--- src/rtl/evtp_map.svh ---
// egress tagging policy and pacing: offsets, fields, resets, timing
// assumes a 32-bit register bus addressed in bytes, one word per register
`ifndef EVTP_MAP_SVH
`define EVTP_MAP_SVH
// register indices; the byte address is four times the index
`define EVTP_IDX_POLICY 16'h1C0C
`define EVTP_IDX_PACE_P0Q01 16'h1C0D
`define EVTP_IDX_PACE_P0Q23 16'h1C0E
`define EVTP_IDX_PACE_P1Q01 16'h1C0F
`define EVTP_IDX_PACE_CTRL 16'h1C20
`define EVTP_IDX_PACE_STAT 16'h1C21
`define EVTP_ADDR_POLICY (`EVTP_IDX_POLICY * 16'h0004)
`define EVTP_ADDR_PACE_P0Q01 (`EVTP_IDX_PACE_P0Q01 * 16'h0004)
`define EVTP_ADDR_PACE_P0Q23 (`EVTP_IDX_PACE_P0Q23 * 16'h0004)
`define EVTP_ADDR_PACE_P1Q01 (`EVTP_IDX_PACE_P1Q01 * 16'h0004)
`define EVTP_ADDR_PACE_CTRL (`EVTP_IDX_PACE_CTRL * 16'h0004)
`define EVTP_ADDR_PACE_STAT (`EVTP_IDX_PACE_STAT * 16'h0004)
// writable bits; everything else reads as zero
`define EVTP_POLICY_MASK 32'h007F7F7F
`define EVTP_PACE_MASK 32'h03FFFFFF
`define EVTP_CTRL_MASK 32'h00000001
// reset values
`define EVTP_POLICY_RST 32'h00000000
`define EVTP_PACE_RST 32'h00000000
`define EVTP_CTRL_RST 32'h00000000
// per-port policy field: base bit is 8 times the port number
`define EVTP_F_TYPE_LSB 0
`define EVTP_F_CHG_TAG 2
`define EVTP_F_CHG_PRI 3
`define EVTP_F_CHG_VID 4
`define EVTP_F_INSERT 5
`define EVTP_F_SELECT 6
// pacing rate fields inside a pacing word
`define EVTP_RATE_EVEN_LSB 0
`define EVTP_RATE_ODD_LSB 13
// pacing tick: time per count step and clock period
`define EVTP_TICK_NS 20
`define EVTP_CLK_NS 10
`define EVTP_TICK_CYCLES (`EVTP_TICK_NS / `EVTP_CLK_NS)
// bus answer codes
`define EVTP_RESP_OK 2'h0
`define EVTP_RESP_ERR 2'h2
`endif

--- src/rtl/evtp_pkg.sv ---
// types for the egress tagging policy and pacing block
// assumes nothing beyond a SystemVerilog compiler
package evtp_pkg;
   // egress port type encoding
   typedef enum logic [1:0] {
      EG_DUMB = 2'h0,
      EG_ACCESS = 2'h1,
      EG_HYBRID = 2'h2,
      EG_CPU = 2'h3
   } evtp_egress_e;
   // tag carried by a departing packet
   typedef enum logic [1:0] {
      TK_UNTAGGED = 2'h0,
      TK_PRIORITY = 2'h1,
      TK_REGULAR = 2'h2,
      TK_SPECIAL = 2'h3
   } evtp_tag_e;
   // bus slave states, one-hot
   typedef enum logic [1:0] {
      BUS_IDLE = 2'b01,
      BUS_ACK = 2'b10
   } evtp_bus_e;
   // pacer states, one-hot
   typedef enum logic [1:0] {
      PACE_IDLE = 2'b01,
      PACE_WAIT = 2'b10
   } evtp_pace_e;
endpackage

--- src/rtl/evtp_egress_policy.sv ---
// egress tagging policy and per-queue egress pacing, with register file
// assumes an Avalon-MM master on the core clock and a packet pipeline
// that asks for one tagging decision per departing packet
//
// Contract
// - dumb: pass regular, strip special tags
// - access: strip every tag, special included
// - hybrid: insert, strip, change by port bits
// - processor: add special tag naming source port
// - type fields at 17:16, 9:8, 1:0, reset zero
// - hybrid bits per port; 15, 7 reserved
// - two 13-bit rates per pacing word
// - byte interval is (value plus one) times 20 ns
// - separate rate per queue, fixed register placement
// - rates reset zero; pacing gated by global enable
// - larger value gives slower queue
// - select bit picks ingress or egress defaults
// - insert tag only when untag bit clear
// - change vid needs change tag; priority tags always
// - change priority; untag bit strips instead
`timescale 1ns/1ps
`include "evtp_map.svh"
module evtp_egress_policy
   import evtp_pkg::*;
#(
   parameter int RATE_W = 13,
   parameter int NUM_Q = 6
)
(
   input wire logic clock,
   input wire logic resetn,
   input wire logic [15:0] avs_address,
   input wire logic avs_read,
   input wire logic avs_write,
   input wire logic [31:0] avs_writedata,
   input wire logic [3:0] avs_byteenable,
   output logic [31:0] avs_readdata,
   output logic avs_waitrequest,
   output logic [1:0] avs_response,
   input wire logic dec_valid,
   input wire logic [1:0] dec_egress_port,
   input wire logic [1:0] dec_source_port,
   input wire logic [1:0] dec_tag_kind,
   input wire logic dec_vlan_untag,
   input wire logic [11:0] dec_ingress_vid,
   input wire logic [2:0] dec_ingress_pri,
   input wire logic [11:0] dec_egress_vid,
   input wire logic [2:0] dec_egress_pri,
   output logic act_valid,
   output logic act_strip,
   output logic act_insert,
   output logic act_set_vid,
   output logic act_set_pri,
   output logic act_add_special,
   output logic [11:0] act_vid,
   output logic [2:0] act_pri,
   output logic [1:0] act_source_port,
   input wire logic [NUM_Q-1:0] q_byte_valid,
   output logic [NUM_Q-1:0] q_byte_ready
);

   ////////////////////////////////////////////////////////////////////
   // register file
   logic [31:0] policy_reg; // egress_tagging_policy
   logic [31:0] pace_reg [3]; // three pacing words
   logic [31:0] ctrl_reg; // pacing enable, stands in for the global one
   logic [NUM_Q-1:0] q_busy; // per-queue pacer waiting
   evtp_bus_e bus_reg, bus_next; // slave state
   logic [31:0] rdata_reg; // read data, stable while acked
   logic [1:0] resp_reg; // answer code

   // address decode
   wire logic req_w;
   wire logic hit_policy;
   wire logic hit_pace0;
   wire logic hit_pace1;
   wire logic hit_pace2;
   wire logic hit_ctrl;
   wire logic hit_stat;
   wire logic hit_any;
   wire logic wr_take; // write takes effect this edge
   wire logic [31:0] be_mask; // byte lanes being written
   wire logic [31:0] rd_mux; // selected read value
   assign req_w = avs_read || avs_write;
   assign hit_policy = (avs_address == `EVTP_ADDR_POLICY);
   assign hit_pace0 = (avs_address == `EVTP_ADDR_PACE_P0Q01);
   assign hit_pace1 = (avs_address == `EVTP_ADDR_PACE_P0Q23);
   assign hit_pace2 = (avs_address == `EVTP_ADDR_PACE_P1Q01);
   assign hit_ctrl = (avs_address == `EVTP_ADDR_PACE_CTRL);
   assign hit_stat = (avs_address == `EVTP_ADDR_PACE_STAT);
   assign hit_any = hit_policy || hit_pace0 || hit_pace1 || hit_pace2 ||
      hit_ctrl || hit_stat;
   assign wr_take = avs_write && (bus_reg == BUS_ACK);
   assign be_mask = {{8{avs_byteenable[3]}}, {8{avs_byteenable[2]}},
      {8{avs_byteenable[1]}}, {8{avs_byteenable[0]}}};
   // reserved bits read as zero because they never store
   assign rd_mux = hit_policy ? policy_reg :
      hit_pace0 ? pace_reg[0] :
      hit_pace1 ? pace_reg[1] :
      hit_pace2 ? pace_reg[2] :
      hit_ctrl ? ctrl_reg :
      hit_stat ? {{(32 - NUM_Q){1'b0}}, q_busy} : 32'h00000000;

   // one wait state: every access is answered in the second cycle
   assign avs_waitrequest = req_w && (bus_reg != BUS_ACK);
   assign avs_readdata = rdata_reg;
   assign avs_response = resp_reg;

   // slave state
   always_comb begin
      bus_next = bus_reg;
      case (bus_reg)
         BUS_IDLE: begin
            if (req_w) begin
               bus_next = BUS_ACK;
            end
         end
         BUS_ACK: begin
            bus_next = BUS_IDLE;
         end
         default: begin
            bus_next = BUS_IDLE;
         end
      endcase
   end

   // slave registers; read data captured a cycle ahead of the answer
   always_ff @(posedge clock or negedge resetn) begin
      if (!resetn) begin
         bus_reg <= BUS_IDLE;
         rdata_reg <= 32'h00000000;
         resp_reg <= `EVTP_RESP_OK;
      end else begin
         bus_reg <= bus_next;
         if (req_w && bus_reg == BUS_IDLE) begin
            rdata_reg <= avs_read ? rd_mux : 32'h00000000;
            resp_reg <= hit_any ? `EVTP_RESP_OK : `EVTP_RESP_ERR;
         end
      end
   end

   // writable registers; unmapped and status writes are dropped
   always_ff @(posedge clock or negedge resetn) begin
      if (!resetn) begin
         policy_reg <= `EVTP_POLICY_RST;
         pace_reg[0] <= `EVTP_PACE_RST;
         pace_reg[1] <= `EVTP_PACE_RST;
         pace_reg[2] <= `EVTP_PACE_RST;
         ctrl_reg <= `EVTP_CTRL_RST;
      end else if (wr_take) begin
         if (hit_policy)
            policy_reg <= ((policy_reg & ~be_mask) | (avs_writedata & be_mask))
               & `EVTP_POLICY_MASK;
         if (hit_pace0)
            pace_reg[0] <= ((pace_reg[0] & ~be_mask) | (avs_writedata & be_mask))
               & `EVTP_PACE_MASK;
         if (hit_pace1)
            pace_reg[1] <= ((pace_reg[1] & ~be_mask) | (avs_writedata & be_mask))
               & `EVTP_PACE_MASK;
         if (hit_pace2)
            pace_reg[2] <= ((pace_reg[2] & ~be_mask) | (avs_writedata & be_mask))
               & `EVTP_PACE_MASK;
         if (hit_ctrl)
            ctrl_reg <= ((ctrl_reg & ~be_mask) | (avs_writedata & be_mask))
               & `EVTP_CTRL_MASK;
      end
   end

   ////////////////////////////////////////////////////////////////////
   // queue pacers: even queue in the low field, odd queue above it
   genvar gq;
   generate
      for (gq = 0; gq < NUM_Q; gq++) begin : g_pace
         localparam int LSB = (gq % 2 == 0) ? `EVTP_RATE_EVEN_LSB : `EVTP_RATE_ODD_LSB;
         evtp_pacer #(.RATE_W(RATE_W), .TICK(`EVTP_TICK_CYCLES)) u_pacer (
            .clock(clock),
            .resetn(resetn),
            .pace_en(ctrl_reg[0]),
            .rate(pace_reg[gq / 2][LSB +: RATE_W]),
            .byte_valid(q_byte_valid[gq]),
            .byte_ready(q_byte_ready[gq]),
            .busy(q_busy[gq])
         );
      end
   endgenerate

   ////////////////////////////////////////////////////////////////////
   // tagging decision for one departing packet
   wire logic [7:0] pfield; // policy byte of the egress port
   wire evtp_egress_e ptype;
   wire evtp_tag_e kind;
   wire logic f_sel;
   wire logic f_ins;
   wire logic f_cvid;
   wire logic f_cpri;
   wire logic f_ctag;
   // port 3 does not exist: its field reads as dumb
   assign pfield = (dec_egress_port == 2'h2) ? policy_reg[23:16] :
      (dec_egress_port == 2'h1) ? policy_reg[15:8] :
      (dec_egress_port == 2'h0) ? policy_reg[7:0] : 8'h00;
   assign ptype = evtp_egress_e'(pfield[`EVTP_F_TYPE_LSB +: 2]);
   assign kind = evtp_tag_e'(dec_tag_kind);
   assign f_sel = pfield[`EVTP_F_SELECT];
   assign f_ins = pfield[`EVTP_F_INSERT];
   assign f_cvid = pfield[`EVTP_F_CHG_VID];
   assign f_cpri = pfield[`EVTP_F_CHG_PRI];
   assign f_ctag = pfield[`EVTP_F_CHG_TAG];

   logic strip_next, insert_next, svid_next, spri_next, special_next;

   // decision by egress type and tag kind
   always_comb begin
      strip_next = 1'b0;
      insert_next = 1'b0;
      svid_next = 1'b0;
      spri_next = 1'b0;
      special_next = 1'b0;
      case (ptype)
         EG_DUMB: begin
            strip_next = (kind == TK_SPECIAL);
         end
         EG_ACCESS: begin
            strip_next = (kind != TK_UNTAGGED);
         end
         EG_HYBRID: begin
            case (kind)
               TK_UNTAGGED: begin
                  insert_next = f_ins && !dec_vlan_untag;
               end
               TK_PRIORITY: begin
                  svid_next = 1'b1;
                  spri_next = f_cpri;
               end
               TK_REGULAR: begin
                  // a set untag bit removes rather than rewrites
                  strip_next = dec_vlan_untag;
                  svid_next = !dec_vlan_untag && f_cvid && f_ctag;
                  spri_next = !dec_vlan_untag && f_cpri && f_ctag;
               end
               default: begin
                  strip_next = 1'b1; // special tags never leave a hybrid port
               end
            endcase
         end
         EG_CPU: begin
            special_next = 1'b1;
         end
         default: begin
            strip_next = 1'b0;
         end
      endcase
   end

   // decision registers: one cycle after the request
   always_ff @(posedge clock or negedge resetn) begin
      if (!resetn) begin
         act_valid <= 1'b0;
         act_strip <= 1'b0;
         act_insert <= 1'b0;
         act_set_vid <= 1'b0;
         act_set_pri <= 1'b0;
         act_add_special <= 1'b0;
         act_vid <= 12'h000;
         act_pri <= 3'h0;
         act_source_port <= 2'h0;
      end else begin
         act_valid <= dec_valid;
         act_strip <= dec_valid && strip_next;
         act_insert <= dec_valid && insert_next;
         act_set_vid <= dec_valid && svid_next;
         act_set_pri <= dec_valid && spri_next;
         act_add_special <= dec_valid && special_next;
         act_vid <= f_sel ? dec_egress_vid : dec_ingress_vid;
         act_pri <= f_sel ? dec_egress_pri : dec_ingress_pri;
         act_source_port <= dec_source_port;
      end
   end
endmodule

--- src/rtl/evtp_pacer.sv ---
// one queue pacer: spaces byte releases by (rate + 1) pacing ticks
// assumes valid/ready from the queue and a rate from the register file
`timescale 1ns/1ps
`include "evtp_map.svh"
module evtp_pacer
   import evtp_pkg::*;
#(
   parameter int RATE_W = 13,
   parameter int TICK = `EVTP_TICK_CYCLES
)
(
   input wire logic clock,
   input wire logic resetn,
   input wire logic pace_en,
   input wire logic [RATE_W-1:0] rate,
   input wire logic byte_valid,
   output logic byte_ready,
   output logic busy
);
   evtp_pace_e state_reg, state_next; // pacer state
   logic [RATE_W-1:0] cnt_reg, cnt_next; // ticks left
   logic [7:0] pre_reg, pre_next; // cycles left in this tick
   logic [15:0] len_reg; // helper: cycles spent waiting
   logic [RATE_W-1:0] hold_reg; // helper: rate taken at release
   wire logic release_w;

   // a byte leaves when pacing is on and the counter has expired
   assign release_w = byte_valid && pace_en && (state_reg == PACE_IDLE);
   assign byte_ready = !pace_en || (state_reg == PACE_IDLE);
   assign busy = (state_reg == PACE_WAIT);

   ////////////////////////////////////////////////////////////////////
   // down-counter, one step per pacing tick
   always_comb begin
      state_next = state_reg;
      cnt_next = cnt_reg;
      pre_next = pre_reg;
      case (state_reg)
         PACE_IDLE: begin
            if (release_w) begin
               state_next = PACE_WAIT;
               cnt_next = rate;
               pre_next = 8'(TICK - 1);
            end
         end
         PACE_WAIT: begin
            // switching pacing off frees the queue at once
            if (!pace_en) begin
               state_next = PACE_IDLE;
            end else if (pre_reg != 8'h00) begin
               pre_next = pre_reg - 8'h01;
            end else if (cnt_reg == '0) begin
               state_next = PACE_IDLE;
            end else begin
               cnt_next = cnt_reg - 1'b1;
               pre_next = 8'(TICK - 1);
            end
         end
         default: begin
            state_next = PACE_IDLE;
         end
      endcase
   end

   // state registers
   always_ff @(posedge clock or negedge resetn) begin
      if (!resetn) begin
         state_reg <= PACE_IDLE;
         cnt_reg <= '0;
         pre_reg <= 8'h00;
      end else begin
         state_reg <= state_next;
         cnt_reg <= cnt_next;
         pre_reg <= pre_next;
      end
   end

   // helper: measure each wait for the checks below
   always_ff @(posedge clock or negedge resetn) begin
      if (!resetn) begin
         len_reg <= 16'h0000;
         hold_reg <= '0;
      end else if (release_w) begin
         len_reg <= 16'h0000;
         hold_reg <= rate;
      end else if (busy) begin
         len_reg <= len_reg + 16'h0001;
      end
   end
endmodule

--- config.mk ---
export PLATFORM = sky130hd
export DESIGN_NAME = evtp_egress_policy
export DESIGN_NICKNAME = d
export VERILOG_FILES = /design/src/rtl/evtp_pkg.sv /design/src/rtl/evtp_egress_policy.sv /design/src/rtl/evtp_pacer.sv
export VERILOG_INCLUDE_DIRS = /design/src /design/src/rtl
export SDC_FILE = /design/constraint.sdc
export NUM_CORES = 1
export LEC_CHECK = 0
export BUFFER_PORTS_ARGS = -buffer_cell sky130_fd_sc_hd__buf_2
export CAP_MARGIN = 20
export CORE_MARGIN = 8
export CORE_UTILIZATION = 25
export CTS_BUF_LIST = sky130_fd_sc_hd__clkbuf_8
export CTS_CLUSTER_SIZE = 20
export DETAILED_ROUTE_END_ITERATION = 7
export PLACE_DENSITY = 0.45
export SLEW_MARGIN = 5
export SYNTH_ARGS = -nofsm -noshare
export SYNTH_HDL_FRONTEND = slang
export SYNTH_SLANG_ARGS = --single-unit
--- constraint.sdc ---
create_clock -name clock -period 2.7 [get_ports clock]
set_input_delay 0.54 -clock clock [delete_from_list [all_inputs] [get_ports clock]]
set_output_delay 0.54 -clock clock [all_outputs]
set_load 0.01 [all_outputs]
Yosys cells after proc, flatten, opt, wreduce, memory -nomap -nowiden
Cells that the tools add are included.
Widths: inputs -> output; s select.
- input port bits: 100
- logic and storage cells: 330
- flip-flop bits (word level): 297
- output and inout port bits: 64
- multiplexer cells: 114
- add/subtract/negate cells: 12
- reductions and logical operators: 85
- bitwise gates (word level): 12
- equality and inequality tests: 72
- operators by type and width (operator ; number):
    $mux 13 ; 24
    $mux 8 ; 24
    $pmux 13 s2 ; 6
    $mux 26 ; 5
    $and 26x26->26 ; 4
    $eq 16x15->1 const B ; 6
    $pmux 8 s2 ; 6
    $logic_not 13->1 ; 6
    $or 26x26->26 ; 3
    $sub 13x1->13 const B ; 6
    $mux 2 ; 27
    $ne 3x3->1 const B ; 18
    $reduce_bool 8->1 ; 6
    $sub 8x1->8 const B ; 6
    $ne 2x2->1 const B ; 20
    $reduce_and 5->1 ; 6
    $not 26->26 ; 1
    $logic_and 1x1->1 ; 25
    $eq 2x2->1 const B ; 12
    $pmux 2 s2 ; 6
    $reduce_and 4->1 ; 6
    $and 23x23->23 ; 1
    $or 23x23->23 ; 1
    $mux 7 ; 3
    other kinds (17) ; 67

Depth between registers and ports, before layout
- depth in word-level cells: 9
- mapped depth: 9
- mapped depth without buffers: 8

By module
From an unflattened synthesis, not the netlist that was laid out.
- cells, all modules: 1566
- area, all modules: 15951.5 sq um
- by module, submodules not included (module ; cells each ; instances ; sequential area each (sq um) ; area each (sq um)):
    evtp_egress_policy ; 561 ; 1 ; 3804.9 ; 6901.6
    evtp_pacer (g_pace[1].u_pacer ...) ; 167 ; 4 ; 576.8 ; 1539.0
    evtp_pacer (g_pace[0].u_pacer) ; 171 ; 1 ; 576.8 ; 1467.7
    evtp_pacer (g_pace[5].u_pacer) ; 166 ; 1 ; 576.8 ; 1426.4

Worst setup path after synthesis
Ideal clock, no wire load.
- path type: register to register
- start point: reg g_pace[2].u_pacer.cnt_reg[5]
- end point: reg g_pace[2].u_pacer.pre_reg[1]
- arrival time: 2.279 ns
- data required time: 2.572 ns
- stages on the path, launching flop included: 7
- slack: 0.293 ns
- setup time: 0.128 ns
- period minus slack after synthesis: 2.407 ns
- path buffers: 1
- cells stage by stage: dfrtp_1 or4_1 buf_2 or4_4 or2_1 o31ai_4 mux2_1
- word-level cells in the longest chain between the ends: 3
- ends and longest elaborated chain (what ; RTL line ; text):
    start, declared ; evtp_pacer.sv:21 ; logic [RATE_W-1:0] cnt_reg, cnt_next;
    start signal, assigned ; evtp_pacer.sv:73 ; cnt_reg <= cnt_next;
    $logic_not 13->1 ; evtp_pacer.sv:52 ; end else if (cnt_reg == '0) begin
    $ne 3x3->1 (no source line) ; -- ;
    $reduce_and 4->1 (no source line) ; -- ;
    end signal, assigned ; evtp_pacer.sv:74 ; pre_reg <= pre_next;
    end, declared ; evtp_pacer.sv:22 ; logic [7:0] pre_reg, pre_next;
No other way between the ends.
A chain may end at the register's enable or synchronous reset.

Worst setup path after layout
- start point: reg g_pace[0].u_pacer.pre_reg[5]
- end point: reg g_pace[0].u_pacer.cnt_reg[0]
- word-level cells in the longest chain between the ends: 3
- ends and longest elaborated chain (what ; RTL line ; text):
    start, declared ; evtp_pacer.sv:22 ;
    start signal, assigned ; evtp_pacer.sv:74 ;
    $reduce_bool 8->1 ; evtp_pacer.sv:50 ; end else if (pre_reg != 8'h00) begin
    $ne 2x2->1 (no source line) ; -- ;
    $reduce_and 5->1 (no source line) ; -- ;
    end signal, assigned ; evtp_pacer.sv:73 ;
    end, declared ; evtp_pacer.sv:21 ;
No other way between the ends.

==> results.toml <==
[floorplanning]
core_um2 = 59100
die_h_um = 261
dieArea_um2 = 68100
die_x_um = 261
num_rows = 89
pin_count = 164
initial_core_util_pct = 25.4

[min_path]
min_path_type = "in2reg"

[grt]
grt_pass1_vias = 12400
antenna_found_initial = 11
grt_use_met3_pct = 3.29
grt_max_degree = 73
met1_usage_pct = 18.5
grt_pass1_wl_um = 73600
use_met2_pct = 22.2
grt-ovfl-total = 0
grt.busiest_layer = "met2"
globalRouteTotalUtil_pct = 13.9

[clocking]
cts_resized = 0
clock_path_buffers = 3
cts_sinks = 290
numCtsBuffers = 55
post_cts_buffers = 0
clkTransAtPathRegs_ps = 60
h-tree-depth = 2
cts_tree = "yes"
cts_root_buf = "clkbuf_8"
insertion_delay_ps = 660

[place]
gp_congestion = 0.818
port_buffers = 150
placed_cell_area_um2 = 17100
dpl.hpwl_um = 35800

[routing]
vias_per_cell = 4.91
wl_per_cell_um = 19.3
ant_nets = 0
vias = 12500
firstDrtPassIters = 5
wl_um = 48800
drtIter0Drc = 657
remaining_drc_errors = 0

[power_and_ir_drop]
power_mw = 9.48
powerDensity_nw_per_um2 = 517
p_leak_nw = 8.40
p_sw_share_pct = 25.5
p_comb_share_pct = 5.9
p_seq_share_pct = 46.5
switching_power_mw = 2.42
ir_worst_vdd_mv = 0.296
p_int_mw = 7.07
pwr-share-clk_pct = 47.7

[synth]
synth_seq_area_share_pct = 48.4
syn-cell-area_um2 = 15000
ys_seq_elements = 290
synthArstFlopShare_pct = 100
synth_area_leader_cell = "dfrtp_1"
synth_cell_types = 75
synth_edf_count = 0
synth.top_cells.by_area = "dfrtp_1 47%, mux2_2 10%, o21ai_0 4.4%"
syn_inst = 1495
synth_top_cells_by_count = "283 x dfrtp_1, 136 x mux2_2, 131 x o21ai_0, 130 x nor2_1, 113 x nand2_1"
yosysTopAreaCellShare_pct = 47.2
yosysMostFrequentCell = "dfrtp_1"
syn_avg_cell_area_um2 = 10.0
synth-warning-count = 0
synth_top_flop_cell = "dfrtp_1"

[sta]
hold_viol_final = 0
finClkSkew_ps = 41.0
rsz0062_at_grt = "no"
period_needed_ps = 2530
setup_viol = 0
drv_slew = 0
tightestPinTransition_ps = 823
whs_ps = 109
maxSlewHeadroom_pct = 44.8
post-route-period-util_pct = 93.8
fmax_ghz = 0.395

[worst_setup_path]
crit_arrival_ps = 3050
slowest_stage = "or4_4"
crit_type = "reg2reg"
crit_required_ps = 3220
crit_chain = "or4_4, or4b_4, o31ai_4, buf_12, nor4_1, a211o_1"
max_stage_delay_ps = 560
critPathLaunchType = "flop"
crit_fanout = 13
end_kind = "flop"

[finish]
fin_nets = 1841
final_core_util_pct = 31.0
area_delta_synth_final_pct = 22.4
drive_gt1_share_pct = 27.7
postLayoutCellArea_um2 = 18400

[run_status]
status = "complete, no violations"

[run]
cap_violations = 0
## worst paths after layout
path	slack (ps)	to	cells after the start	startpoint
worst min-delay path	110	act_pri[0]	2	dec_ingress_pri[0]
worst max-delay path	170	g_pace[0].u_pacer.cnt_reg[0]	6	g_pace[0].u_pacer.pre_reg[5]
min in group asynchronous	500	avs_readdata[15]	2	resetn
max in group asynchronous	1350	g_pace[2].u_pacer.cnt_reg[5]	3	resetn
worst min register to register	480	avs_readdata[25]	2	avs_readdata[25]
worst max register to register	170	g_pace[0].u_pacer.cnt_reg[0]	6	g_pace[0].u_pacer.pre_reg[5]
## worst max-delay path: cells and delay by family, from the launching register on
kind	cells	cell delay (ps)
AND/OR/NAND/NOR	3	1170
AO/OA/AOI/OAI	2	660
flip-flops	1	410
buffers and inverters	1	190
## power groups by stage
stage / sequential (mW) / combinational [mW] / clock, mW
6_report: 4.41 / 0.558 / 4.52
5_1_grt: 4.41 / 0.615 / 4.90
4_1_cts: 4.41 / 0.577 / 4.71
3_5_place_dp: 4.48 / 0.570 / 0
3_3_place_gp: 4.48 / 0.567 / 0
2_1_floorplan: 4.49 / 0.188 / 0
## layout make-up
class / instances / area [µm²]
Multi-Input combinational cell: 1079 / 7200
Clock buffer: 70 / 963
Tap cell: 773 / 967
Sequential cell: 290 / 7270
Fill cell: 6150 / 40800
Clock inverter: 33 / 191
Timing Repair Buffer: 238 / 1570
Antenna cell: 5 / 12.5
Inverter: 49 / 184
## repair_timing
item	4_1_cts	5_1_grt
endpoints found under the hold margin	66	0
endpoints found under the setup margin	0	0
hold buffers	4	0
## logic make-up (layout without fill, tap and decap cells)
group | Yosys count | count (layout) | synth area share (%)
multiplexers | 154 | 154 | 11.4
buffers and inverters | 132 | 390 | 3.83
AND/OR/NAND/NOR | 462 | 462 | 15.7
AO/OA/AOI/OAI | 426 | 426 | 18.1
other | 1 | 12 | 0.0250
adder cells (fa/ha/maj) | 28 | 28 | 2.34
flip-flops | 290 | 290 | 48.4
XOR/XNOR | 2 | 2 | 0.117
## layout by cell type (no fill, tap or decap), drive strengths merged, types with 8 or more instances in the layout
cell and instances:
mux2 137, ha 28, nor2b 9, or4 24
a31oi 12, nand4 9, a211oi 12, o31a 9
nor3b 14, nor4 31, a22oi 15, dfrtp 283
o2bb2ai 9, a21oi 92, inv 73, nand2 113
mux2i 17, o31ai 17, o21a 10, o22a 9
nor3 33, o21ai 140, a2bb2oi 12, o22ai 25
buf 234, or3 14, clkbuf 70, o221ai 21
nor2 136, nand3 18, nand2b 15, or2 8
## metrics by stage
step           setup TNS [ps]  setup slack, ps  std cells
5_1_grt                     0             46.5       2533
6_report                    0              168       2537
4_1_cts                     0              173       2532
2_1_floorplan               0              293       1501
3_3_place_gp             -270            -35.7       2425
3_5_place_dp             -487            -40.9       2425
## layer usage
metal	share of wire [%]	up-vias	wire length, µm
met1	45	6123	22200
met5	0.13	-	65
met2	45	281	22200
met4	2.8	10	1350
met3	6.2	85	3040
li1	-	5964	-
(Power assumes the default switching activity.)
